## config.mk

```make
export PLATFORM = sky130hd
export DESIGN_NAME = windowed_watchdog_core
export DESIGN_NICKNAME = d
export VERILOG_FILES = /design/src/rtl/sync_pulse.v /design/src/rtl/windowed_watchdog_core.v
export VERILOG_INCLUDE_DIRS = /design/src /design/src/shared
export SDC_FILE = /design/constraint.sdc
export NUM_CORES = 1
export LEC_CHECK = 0
export ABC_AREA = 1
export BUFFER_PORTS_ARGS = -buffer_cell sky130_fd_sc_hd__buf_2
export CAP_MARGIN = 5
export CORE_MARGIN = 4
export CORE_UTILIZATION = 38
export CTS_BUF_LIST = sky130_fd_sc_hd__clkbuf_16
export DETAILED_ROUTE_END_ITERATION = 10
export PLACE_DENSITY = 0.66
export SYNTH_ARGS = -nofsm -noshare
export SYNTH_HDL_FRONTEND = slang
export SYNTH_SLANG_ARGS = --single-unit
```

## constraint.sdc

```tcl
create_clock -name clk -period 2.05 [get_ports clk]
set_clock_uncertainty 0.2 [all_clocks]
set_input_delay 0.1025 -clock clk [delete_from_list [all_inputs] [get_ports clk]]
set_output_delay 0.1025 -clock clk [all_outputs]
set_load 0.05 [all_outputs]
```

## src/shared/wdt_defs.vh

```
// Purpose: constants for the windowed watchdog core
// Assumes: 32-bit tick counter, 8-bit feed writes
// Notes:   included by rtl/windowed_watchdog_core.v and rtl/sync_pulse.v
`ifndef WDT_DEFS_VH
`define WDT_DEFS_VH
`define WDT_CNT_W        32
`define WDT_CNT_RESET    32'h0000_0000
`define WDT_FEED_KEY1    8'ha5
`define WDT_FEED_KEY2    8'h5a
`define WDT_READY_DELAY  4'h2
`define WDT_SRST_CYCLES  8'h08
`endif

```

## src/rtl/sync_pulse.v

```verilog
// Purpose: two-flop synchroniser with rising-edge pulse output
// Assumes: async input, clk domain output
// Notes:   first flop is read only by the second flop
`include "wdt_defs.vh"
module sync_pulse (
    // clock and reset
    input  wire clk,
    input  wire nrst,
    // async level in
    input  wire din,
    // synchronised level and its rising edge
    output wire level,
    output wire rise
);
    reg meta_reg;
    reg sync_reg;
    reg last_reg;
    always @(posedge clk or negedge nrst) begin
        if (!nrst) begin
            meta_reg <= 1'b0;
            sync_reg <= 1'b0;
            last_reg <= 1'b0;
        end else begin
            meta_reg <= din;
            sync_reg <= meta_reg;
            last_reg <= sync_reg;
        end
    end
    assign level = sync_reg;
    assign rise  = sync_reg & ~last_reg;
endmodule

```

## src/rtl/windowed_watchdog_core.v

```verilog
// Purpose: windowed watchdog with feed sequence, early and late events
// Assumes: nrst is power-on reset; sys_rst_n_in is the system reset; wdt_clk_in
//          is the selected watchdog clock, slower than clk, sampled via sync
// Notes:   control bits are plain ports; flags clear by a write pulse with value 0
// Notes on behaviour
// - count up each watchdog clock period when enabled
// - feed pair a5 then 5a clears counter
// - no time limit between the two feed writes
// - count at late interrupt threshold sets flag, irq
// - count at late reset threshold sets flag, reset
// - watchdog system reset clears counter, keeps enable, flags
// - window feed below early reset threshold: reset flag
// - window feed in early interrupt band: interrupt flag
// - flags set regardless of interrupt/reset enables and window mode; no events while timer disabled
// - clock ready rising is enabled event, no flag
// - interrupt enable and reset enable gate independently
// - counting continues during sleep
// - system reset keeps enable and event flags
// - enable change drops ready until change done
// - flags sticky until software writes zero
// - window off: only late events act
`include "wdt_defs.vh"
module windowed_watchdog_core #(
    parameter CNT_W = `WDT_CNT_W
) (
    // clock and power-on reset
    input  wire             clk,
    input  wire             nrst,
    // system reset from the reset controller, active low, synchronised here by two flops
    input  wire             sys_rst_n_in,
    // selected watchdog clock
    input  wire             wdt_clk_in,
    // feed writes
    input  wire             feed_wr,
    input  wire [7:0]       feed_data,
    // control bits
    input  wire             timer_en,
    input  wire             win_en,
    input  wire             int_en,
    input  wire             rst_en,
    input  wire [CNT_W-1:0] int_late_val,
    input  wire [CNT_W-1:0] rst_late_val,
    input  wire [CNT_W-1:0] int_early_val,
    input  wire [CNT_W-1:0] rst_early_val,
    // flag writes: a pulse with a mask, 0 clears a flag and 1 keeps it
    input  wire             flag_wr,
    input  wire [3:0]       flag_wdata,
    // status
    output reg  [CNT_W-1:0] tick_counter,
    output reg  [3:0]       flags,
    output reg              clk_ready,
    output reg              ready_event,
    output reg              wdt_irq,
    output reg              sys_irq,
    output reg              sys_rst_req
);
    // flags: 3 rst_late, 2 rst_early, 1 int_late, 0 int_early
    localparam F_IE = 0;
    localparam F_IL = 1;
    localparam F_RE = 2;
    localparam F_RL = 3;
    localparam S_IDLE = 2'b01;
    localparam S_KEY1 = 2'b10;

    wire       tick;
    wire       sys_rst_lvl;
    reg  [1:0] feed_state_reg;
    reg  [1:0] feed_state_next;
    reg        feed_done;
    reg        en_seen_reg;
    reg  [3:0] rdy_cnt_reg;
    reg        srst_q1_reg;
    reg        srst_q2_reg;
    reg  [7:0] srst_cnt_reg;
    reg  [3:0] ev;
    wire       in_sys_rst;
    reg  [CNT_W-1:0] counter_next;
    reg  [3:0]       flags_next;
    reg  [7:0]       srst_cnt_next;
    reg  [3:0]       rdy_cnt_next;
    reg              clk_ready_next;
    reg              ready_event_next;
    reg              rst_ev_any;
    reg              wdt_irq_next;
    reg              sys_irq_next;
    reg              sys_rst_next;

    sync_pulse u_tick (
        .clk   (clk),
        .nrst  (nrst),
        .din   (wdt_clk_in),
        .level (),
        .rise  (tick)
    );

    // system reset input sync (level only)
    always @(posedge clk or negedge nrst) begin
        if (!nrst) begin
            srst_q1_reg <= 1'b0;
            srst_q2_reg <= 1'b0;
        end else begin
            srst_q1_reg <= ~sys_rst_n_in;
            srst_q2_reg <= srst_q1_reg;
        end
    end
    assign sys_rst_lvl = srst_q2_reg;
    assign in_sys_rst  = sys_rst_lvl | (srst_cnt_reg != 8'h00);

    // feed sequence recogniser
    always @* begin
        feed_state_next = feed_state_reg;
        feed_done       = 1'b0;
        if (feed_wr) begin
            case (feed_state_reg)
                S_IDLE: begin
                    if (feed_data == `WDT_FEED_KEY1)
                        feed_state_next = S_KEY1;
                end
                S_KEY1: begin
                    if (feed_data == `WDT_FEED_KEY2) begin
                        feed_done       = 1'b1;
                        feed_state_next = S_IDLE;
                    end else if (feed_data != `WDT_FEED_KEY1) begin
                        feed_state_next = S_IDLE;
                    end
                end
                default: feed_state_next = S_IDLE;
            endcase
        end
    end

    // event detection
    always @* begin
        ev = 4'h0;
        if (timer_en && tick && !in_sys_rst) begin
            ev[F_IL] = (tick_counter == int_late_val);
            ev[F_RL] = (tick_counter == rst_late_val);
        end
        // a disabled watchdog does not judge feed timing
        if (feed_done && timer_en) begin
            ev[F_RE] = (tick_counter < rst_early_val);
            ev[F_IE] = (tick_counter >= rst_early_val) &&
                       (tick_counter < int_early_val);
        end
    end

    // wdt_irq gated by int_en, sys_rst_req by rst_en, sys_irq by neither; early events by window mode
    always @* begin
        rst_ev_any   = ev[F_RL] || (win_en && ev[F_RE]);
        wdt_irq_next = int_en && (ev[F_IL] || (win_en && ev[F_IE]));
        sys_irq_next = rst_ev_any;
        sys_rst_next = rst_en && rst_ev_any;
    end

    // counter; sleep has no effect here, enable and system reset gate it
    always @* begin
        counter_next = tick_counter;
        if (in_sys_rst)
            counter_next = `WDT_CNT_RESET;
        else if (feed_done)
            counter_next = `WDT_CNT_RESET;
        else if (timer_en && tick)
            counter_next = tick_counter + 1'b1;
    end

    // sticky flags, set wins over software clear; no sys reset here
    always @* begin
        if (flag_wr)
            flags_next = (flags & flag_wdata) | ev;
        else
            flags_next = flags | ev;
    end

    // hold off counting for a while after our own reset request
    always @* begin
        srst_cnt_next = srst_cnt_reg;
        if (sys_rst_next)
            srst_cnt_next = `WDT_SRST_CYCLES;
        else if (srst_cnt_reg != 8'h00)
            srst_cnt_next = srst_cnt_reg - 8'h01;
    end

    // clock ready handshake on enable change
    always @* begin
        rdy_cnt_next     = rdy_cnt_reg;
        clk_ready_next   = clk_ready;
        ready_event_next = 1'b0;
        if (timer_en != en_seen_reg) begin
            clk_ready_next = 1'b0;
            rdy_cnt_next   = `WDT_READY_DELAY;
        end else if (rdy_cnt_reg != 4'h0) begin
            rdy_cnt_next = rdy_cnt_reg - 4'h1;
        end else if (!clk_ready) begin
            clk_ready_next   = 1'b1;
            ready_event_next = 1'b1;
        end
    end

    always @(posedge clk or negedge nrst) begin
        if (!nrst) begin
            feed_state_reg <= S_IDLE;
            tick_counter   <= `WDT_CNT_RESET;
            flags          <= 4'h0;
            en_seen_reg    <= 1'b0;
            rdy_cnt_reg    <= 4'h0;
            clk_ready      <= 1'b0;
            ready_event    <= 1'b0;
            wdt_irq        <= 1'b0;
            sys_irq        <= 1'b0;
            sys_rst_req    <= 1'b0;
            srst_cnt_reg   <= 8'h00;
        end else begin
            feed_state_reg <= feed_state_next;
            tick_counter   <= counter_next;
            flags          <= flags_next;
            en_seen_reg    <= timer_en;
            rdy_cnt_reg    <= rdy_cnt_next;
            clk_ready      <= clk_ready_next;
            ready_event    <= ready_event_next;
            wdt_irq        <= wdt_irq_next;
            sys_irq        <= sys_irq_next;
            sys_rst_req    <= sys_rst_next;
            srst_cnt_reg   <= srst_cnt_next;
        end
    end
endmodule

```

==> results of run 1 <==
[critical path, cell delays in order (launching register included)]
cell and delay, ps:
dfrtp_2 420, buf_6 120, ha_4 210, a21oi_2 110, nor2_1 50, nor2_1 130
nand2_2 90, nand2_1 60, nand2_1 60, nand2_2 80, nand4_1 90, nand2_2 110
nand2_4 90, inv_8 90, nor2_1 40
[power by group]
group | internal (mW) | total [mW] | leakage [nW] | switching, mW
clock network | 1.07 | 1.65 | 0.156 | 0.581
registers | 1.34 | 1.45 | 0.747 | 0.109
logic | 0.407 | 0.886 | 3.68 | 0.479
total | 2.82 | 3.99 | 4.58 | 1.17
[what timing repair did]
| item | in CTS | in global routing |
|---|---|---|
| hold buffers | 17 | 0 |
| buffers inserted | 7 | 22 |
| pin swaps | 13 | 32 |
| endpoints found under the hold margin | 81 | 0 |
| endpoints found under the setup margin | 12 | 37 |
| resized for setup | 21 | 105 |
| cloned | 0 | 0 |
[layout make-up]
cell class | instances | area (um^2)
multi-input cells | 562 | 4050
clock inverters | 7 | 98.8
well taps | 184 | 230
flip-flops and latches | 61 | 1570
inverters | 141 | 543
fillers | 1273 | 5820
repair buffers | 301 | 1950
clock buffers | 9 | 225
[worst max-delay path by stage]
stage | endpoint | startpoint | depth (start not counted)
final | srst_cnt_reg[7] | tick_counter[5] | 14
after global routing | srst_cnt_reg[3] | tick_counter[15] | 13
after CTS | tick_counter[8] | srst_cnt_reg[1] | 12
after detailed placement | srst_cnt_reg[2] | tick_counter[31] | 10
after global placement | srst_cnt_reg[4] | tick_counter[31] | 10
after floorplan | tick_counter[30] | tick_counter[1] | 12
[per-layer routing]
layer	track usage, %	up-vias	part of all wire, %
li1	-	3126	-
met1	26.1	2672	42
met2	34.5	199	47
met3	3.17	26	8.1
met4	6.42	0	2.1
met5	0	-	0
[through the flow]
| stage | total power [mW] | utilization, % |
|---|---|---|
| 2_1_floorplan | 1.91 | - |
| 3_3_place_gp | 2.18 | 50.9 |
| 3_5_place_dp | 2.21 | 50.9 |
| 4_1_cts | 3.91 | 55.5 |
| 5_1_grt | 4.20 | 59.8 |
| 6_report | 3.99 | 59.8 |
[cells in the mapped netlist, types with 6 or more instances]
library cell,number,area share [%]
xnor2_1,38,5.9
dfrtp_1,60,27
inv_2,9,0.60
ha_1,66,15
inv_1,131,8.8
nand2_2,9,1.0
nand4_1,28,3.1
a21oi_1,53,4.7
nand3_1,30,2.7
nor2_1,63,4.2
o21ai_0,30,2.7
nor4_1,6,0.67
or2_2,15,1.7
nor3_1,28,2.5
o21ai_1,6,0.54
nand2_1,135,9.0
o21a_1,7,0.94
xor2_1,18,2.8
[kinds of logic (layout without fill, tap and decap cells)]
| logic type | after synthesis | in the layout | synth area share (%) |
|---|---|---|---|
| and+or+nand+nor | 338 | 338 | 29.3 |
| buffers and inverters | 148 | 458 | 10.3 |
| AOI/OAI and AO/OA | 102 | 102 | 9.72 |
| adders and majority gates | 66 | 66 | 14.7 |
| DFF | 61 | 61 | 27.3 |
| xor gates and xnor gates | 56 | 56 | 8.76 |
==> reports/qor.yml, run 1 <==
status: "finished with violations"
violations: "negative setup slack"
r2r_end: "srst_cnt_reg[7]"
synth.cell_area_um2: 5600
die-area_um2: 16700
hold_viol: 0
whs_path_depth: 5
clockBufferDepth: 2
min_from: "feed_data[3]"
leakagePower_nw: 4.58
placed_area_um2: 7370
wl_per_cell_um: 13.9
finalSetupViolCount: 8
timing.slew.headroom_pct: 73.4
powerDensity_nw_per_um2: 460
layout-drive-gt1-share_pct: 44.0
crit_fanout: 8
stdcell_area_um2: 8660
ys_seq_area_share_pct: 27.3
async_reset_ff_share_pct: 100
synthDistinctLibCells: 39
synth_fp_nets: 987
dp_slack_ps: -234
final_cells: 1265
grt_max_degree: 62
ys_ff_latch: 61
clk_latency_ps: 330
cts.sinks: 61
area_growth_pct: 54.7
grt_pass1_vias: 5840
remaining_drc_errors: 0
track_usage_pct: 20.1
hold_path.class: "in2reg"
initial_utilization_pct: 38.7
clock.fmax_mhz: 483
cts_inserted_buffers: 9
regToRegStartpoint: "tick_counter[5]"
viasPerCell: 4.76
tns_ps: -109
num-nets-final: 1292
fin_crit_ps: 2070
dieHeight_um: 129
crit_path_start_kind: "flop"
cp-end-kind: "flop"
hold_end: "feed_state_reg[0]"
core_um2: 14500
cp.arrival_ps: 2090
peakVddDrop_uv: 415
fin_crit_sh_pct: 101
antenna_found_initial: 0
critical_path_class: "reg2reg"
dp.cells: 1203
hpwl_um: 13800
grt_pass1_wl_um: 27200
synth-main-ff-cell: "dfrtp_1"
slew_violations: 0
drtAntennaViolNets: 0
detailroute.via_count: 6023
synth_edf_count: 0
place.gp.congestion: 0.854
cts_max_level: 3
cp.required_ps: 2070
syn_avg_cell_area_um2: 7.27
grt.overflow.total: 0
yosys_warnings: 0
tightest_slew_ps: 396
first_iter_violations: 266
io_pins: 191
drv_cap: 0
ff2ff_path_depth: 14
r2r_slack_ps: -20
rows: 44
clk_pin_slew_ps: 60
largest_register_ffs: 32
rsz0062_at_grt: "true"
fp.dieW_um: 129
hold_slack_ps: 30.6
cts_tree: "yes"
drt-total-wl_um: 17600
port_buffers: 190
timing.final.ws_setup_ps: -21.6
final_common_cell: "buf_2"
cts-root-buf: "clkbuf_16"
final_cell_mix: "buf_2, inv_1, nand2_1"
firstDrtPassIters: 4
diodes: 0
postSynthCellCount: 771
No activity file was read; power rests on OpenSTA's default activity.
==> inputs of run 2 (changes only) <==
--- a/config.mk
+++ b/config.mk
@@ -6,14 +6,14 @@
 export SDC_FILE = /design/constraint.sdc
 export NUM_CORES = 1
 export LEC_CHECK = 0
-export ABC_AREA = 1
 export BUFFER_PORTS_ARGS = -buffer_cell sky130_fd_sc_hd__buf_2
 export CAP_MARGIN = 5
 export CORE_MARGIN = 4
 export CORE_UTILIZATION = 38
 export CTS_BUF_LIST = sky130_fd_sc_hd__clkbuf_16
 export DETAILED_ROUTE_END_ITERATION = 10
-export PLACE_DENSITY = 0.66
+export HOLD_SLACK_MARGIN = 0.1
+export PLACE_DENSITY = 0.67
 export SYNTH_ARGS = -nofsm -noshare
 export SYNTH_HDL_FRONTEND = slang
 export SYNTH_SLANG_ARGS = --single-unit
==> run 2 against run 1 <==
  * The run still ends with negative setup slack left
  * Synthesized area is 8.4% lower
  * Total power down 8.1%
  * Sequential power down 12%
  * Global-route usage is 2.6 points higher
  * Register-to-register slack got worse by 610 ps
  * Routed wire length is 2.2% higher
  * Fmax down 23%
  * Die area fell by 7.9%
  * Final area down 2.8%
  * Setup slack lost 610 ps
  * Via count down 8.8%
  * Critical path type unchanged
  * Critical endpoint is now wdt_irq
==> reports/qor.yml, run 2 <==
area_growth_pct: 64.2
regToRegStartpoint: "tick_counter[30]"
die-area_um2: 15400  # -7.9%
core_um2: 13200  # -8.5%
slew_violations: 0  # unchanged
drtAntennaViolNets: 0  # unchanged
clk_latency_ps: 330  # about the same
timing.slew.headroom_pct: 69.2  # -4.1 points
cts_inserted_buffers: 9  # unchanged
violations: "negative setup slack"
detailroute.via_count: 5494  # -8.8%
initial_utilization_pct: 38.7  # +0.050 points
firstDrtPassIters: 5  # +1
status: "finished with violations"
ys_seq_area_share_pct: 29.8  # +2.5 points
fin_crit_sh_pct: 131  # +30 points
synth.cell_area_um2: 5130  # -8.4%
synth-main-ff-cell: "dfrtp_1"
final_cell_mix: "buf_2, buf_4, inv_1"
cp.required_ps: 2100  # +30 ps
leakagePower_nw: 4.16  # -9.2%
timing.final.ws_setup_ps: -635  # -613 ps
grt_pass1_vias: 5502  # -5.8%
dp_slack_ps: -694  # -460 ps
clockBufferDepth: 2  # unchanged
cts_tree: "yes"
synth_commonest_cells: "xnor2_1, inv_1, ha_1, dfrtp_1, nor2_1"
ff2ff_path_depth: 8  # -6
grt_pass1_wl_um: 26800  # -1.3%
cp.arrival_ps: 2740  # +650 ps
cts.sinks: 61  # unchanged
synth_edf_count: 0  # unchanged
fp.dieW_um: 124  # -4.0%
postSynthCellCount: 608  # -21%
synth_fp_nets: 824  # -17%
track_usage_pct: 22.7  # +2.6 points
tightest_slew_ps: 460  # +63.5 ps
critical_path_class: "reg2reg"
powerDensity_nw_per_um2: 435  # -5.5%
ys_top_cells_by_area: "dfrtp_1, ha_1, xnor2_1, inv_1, nor2_1"
post-synth-top-count-cell: "xnor2_1"
largest_register_ffs: 32  # unchanged
antenna_found_initial: 2  # +2
synthDistinctLibCells: 51  # +31%
async_reset_ff_share_pct: 100  # unchanged
clk_pin_slew_ps: 60  # about the same
ys_ff_latch: 61  # unchanged
power_mw: 3.66  # -8.1%
drt-total-wl_um: 18000  # +2.2%
remaining_drc_errors: 0  # unchanged
yosys_warnings: 0  # unchanged
cts_max_level: 3  # unchanged
final_common_cell: "buf_2"
hpwl_um: 14300  # +3.7%
cts-root-buf: "clkbuf_16"
num-nets-final: 1148  # -11%
rows: 42  # -4.5%
crit_fanout: 3  # -5
viasPerCell: 4.94  # +3.7%
grt.overflow.total: 0  # unchanged
dieHeight_um: 124  # -4.0%
hold_viol: 0  # unchanged
first_iter_violations: 223  # -16%
crit_path_start_kind: "flop"
place.gp.congestion: 0.882  # +3.2%
synth_area_leader_cell: "dfrtp_1"
grt_max_degree: 62  # unchanged
r2r_end: "wdt_irq"
fin_crit_ps: 2690  # +613 ps
rsz0062_at_grt: "true"
drv_cap: 0  # unchanged
syn_avg_cell_area_um2: 8.44  # +16%
hold_path.class: "in2async"
peakVddDrop_uv: 632  # +52%
finalSetupViolCount: 25  # +17
synth_top_cell_area_share_pct: 29.3  # +2.5 points
r2r_slack_ps: -640  # -610 ps
layout-drive-gt1-share_pct: 46.6  # +2.6 points
cp-end-kind: "flop"
diodes: 0  # unchanged
io_pins: 191  # unchanged
wl_per_cell_um: 16.2  # +16%
port_buffers: 190  # unchanged
clock.fmax_mhz: 372  # -23%
==> run 2: cell count changes after synthesis, sizes merged, moves of 16 or more <==
| cell | delta |
|---|---|
| nor3 | -21 |
| nor2 | -21 |
| nand2 | -96 |
| xnor2 | +40 |
| nand3 | -17 |
| clkbuf | +19 |
| inv | -64 |
| a21oi | -16 |
==> run 2: what timing repair did <==
action / in CTS / in global routing
hold endpoints to repair: 81 / 0
pin swaps: 10 / 23
setup endpoints to repair: 28 / 36
setup buffers: 3 / 9
resized for setup: 33 / 46
hold buffers: 25 / 0
==> run 2: logic make-up (layout without fill, tap and decap cells) <==
| group | Yosys count | in the layout | share of synthesized area [%] |
|---|---|---|---|
| simple gates | 205 | 205 | 21.1 |
| buf+inv | 99 | 428 | 7.29 |
| fa+ha+maj | 66 | 66 | 16.1 |
| compound gates | 80 | 80 | 9.07 |
| xor+xnor | 96 | 96 | 16.4 |
| mux | 1 | 1 | 0.219 |
| flops | 61 | 61 | 29.8 |
==> run 2: layout make-up <==
cell class / instances / area [um^2]
clock buffer: 9 / 225
clock inverter: 7 / 104
fill: 1122 / 4820
inverter: 76 / 288
multi-input combinational: 448 / 3800
sequential: 61 / 1580
tap: 176 / 220
timing repair buffer: 336 / 2210
==> run 2: how the worst max path moves through the flow <==
stage / startpoint / end / cells past startpoint
after floorplan: tick_counter[30] / wdt_irq / 8
after CTS: tick_counter[30] / wdt_irq / 8
after global placement: tick_counter[30] / srst_cnt_reg[0] / 10
after global routing: feed_state_reg[0] / wdt_irq / 7
final: tick_counter[30] / wdt_irq / 8
after detailed placement: tick_counter[1] / wdt_irq / 7
==> run 2: stage by stage <==
step	util (%)	TNS (ps)	cell area, um^2	std cells	hold slack, ps
6_report	63.6	-8490	8420	1113	99.7
5_1_grt	63.6	-10360	8420	1113	141
4_1_cts	61.4	-7310	8130	1106	114
3_5_place_dp	55.7	-8530	7380	1062	-58.3
3_3_place_gp	55.7	-7700	7380	1062	-61.5
2_1_floorplan	-	-5910	5500	608	-393
==> run 2: critical path: stages (launching register included) <==
cell	delay (ps)
dfrtp_4	490
ha_4	270
nand4_1	120
or3_4	380
nor4_4	220
o41a_2	230
a311oi_1	60
or4b_1	480
a21boi_1	150
==> run 2: metal layers <==
| metal | GRT usage (%) | part of all wire (%) | vias to the layer above |
|---|---|---|---|
| met1 | 26.2 | 40 | 2561 |
| met2 | 41.1 | 51 | 171 |
| met5 | 0 | 0.14 | - |
| met3 | 4.81 | 6.8 | 44 |
| met4 | 8.62 | 3.0 | 4 |
| li1 | - | - | 2714 |
==> run 2: power by group <==
group | switching [mW] | total, mW | leakage [nW] | internal, mW
Sequential | 0.0311 | 1.28 | 0.753 | 1.25
Clock | 0.622 | 1.70 | 0.161 | 1.08
Combinational | 0.337 | 0.677 | 3.24 | 0.340
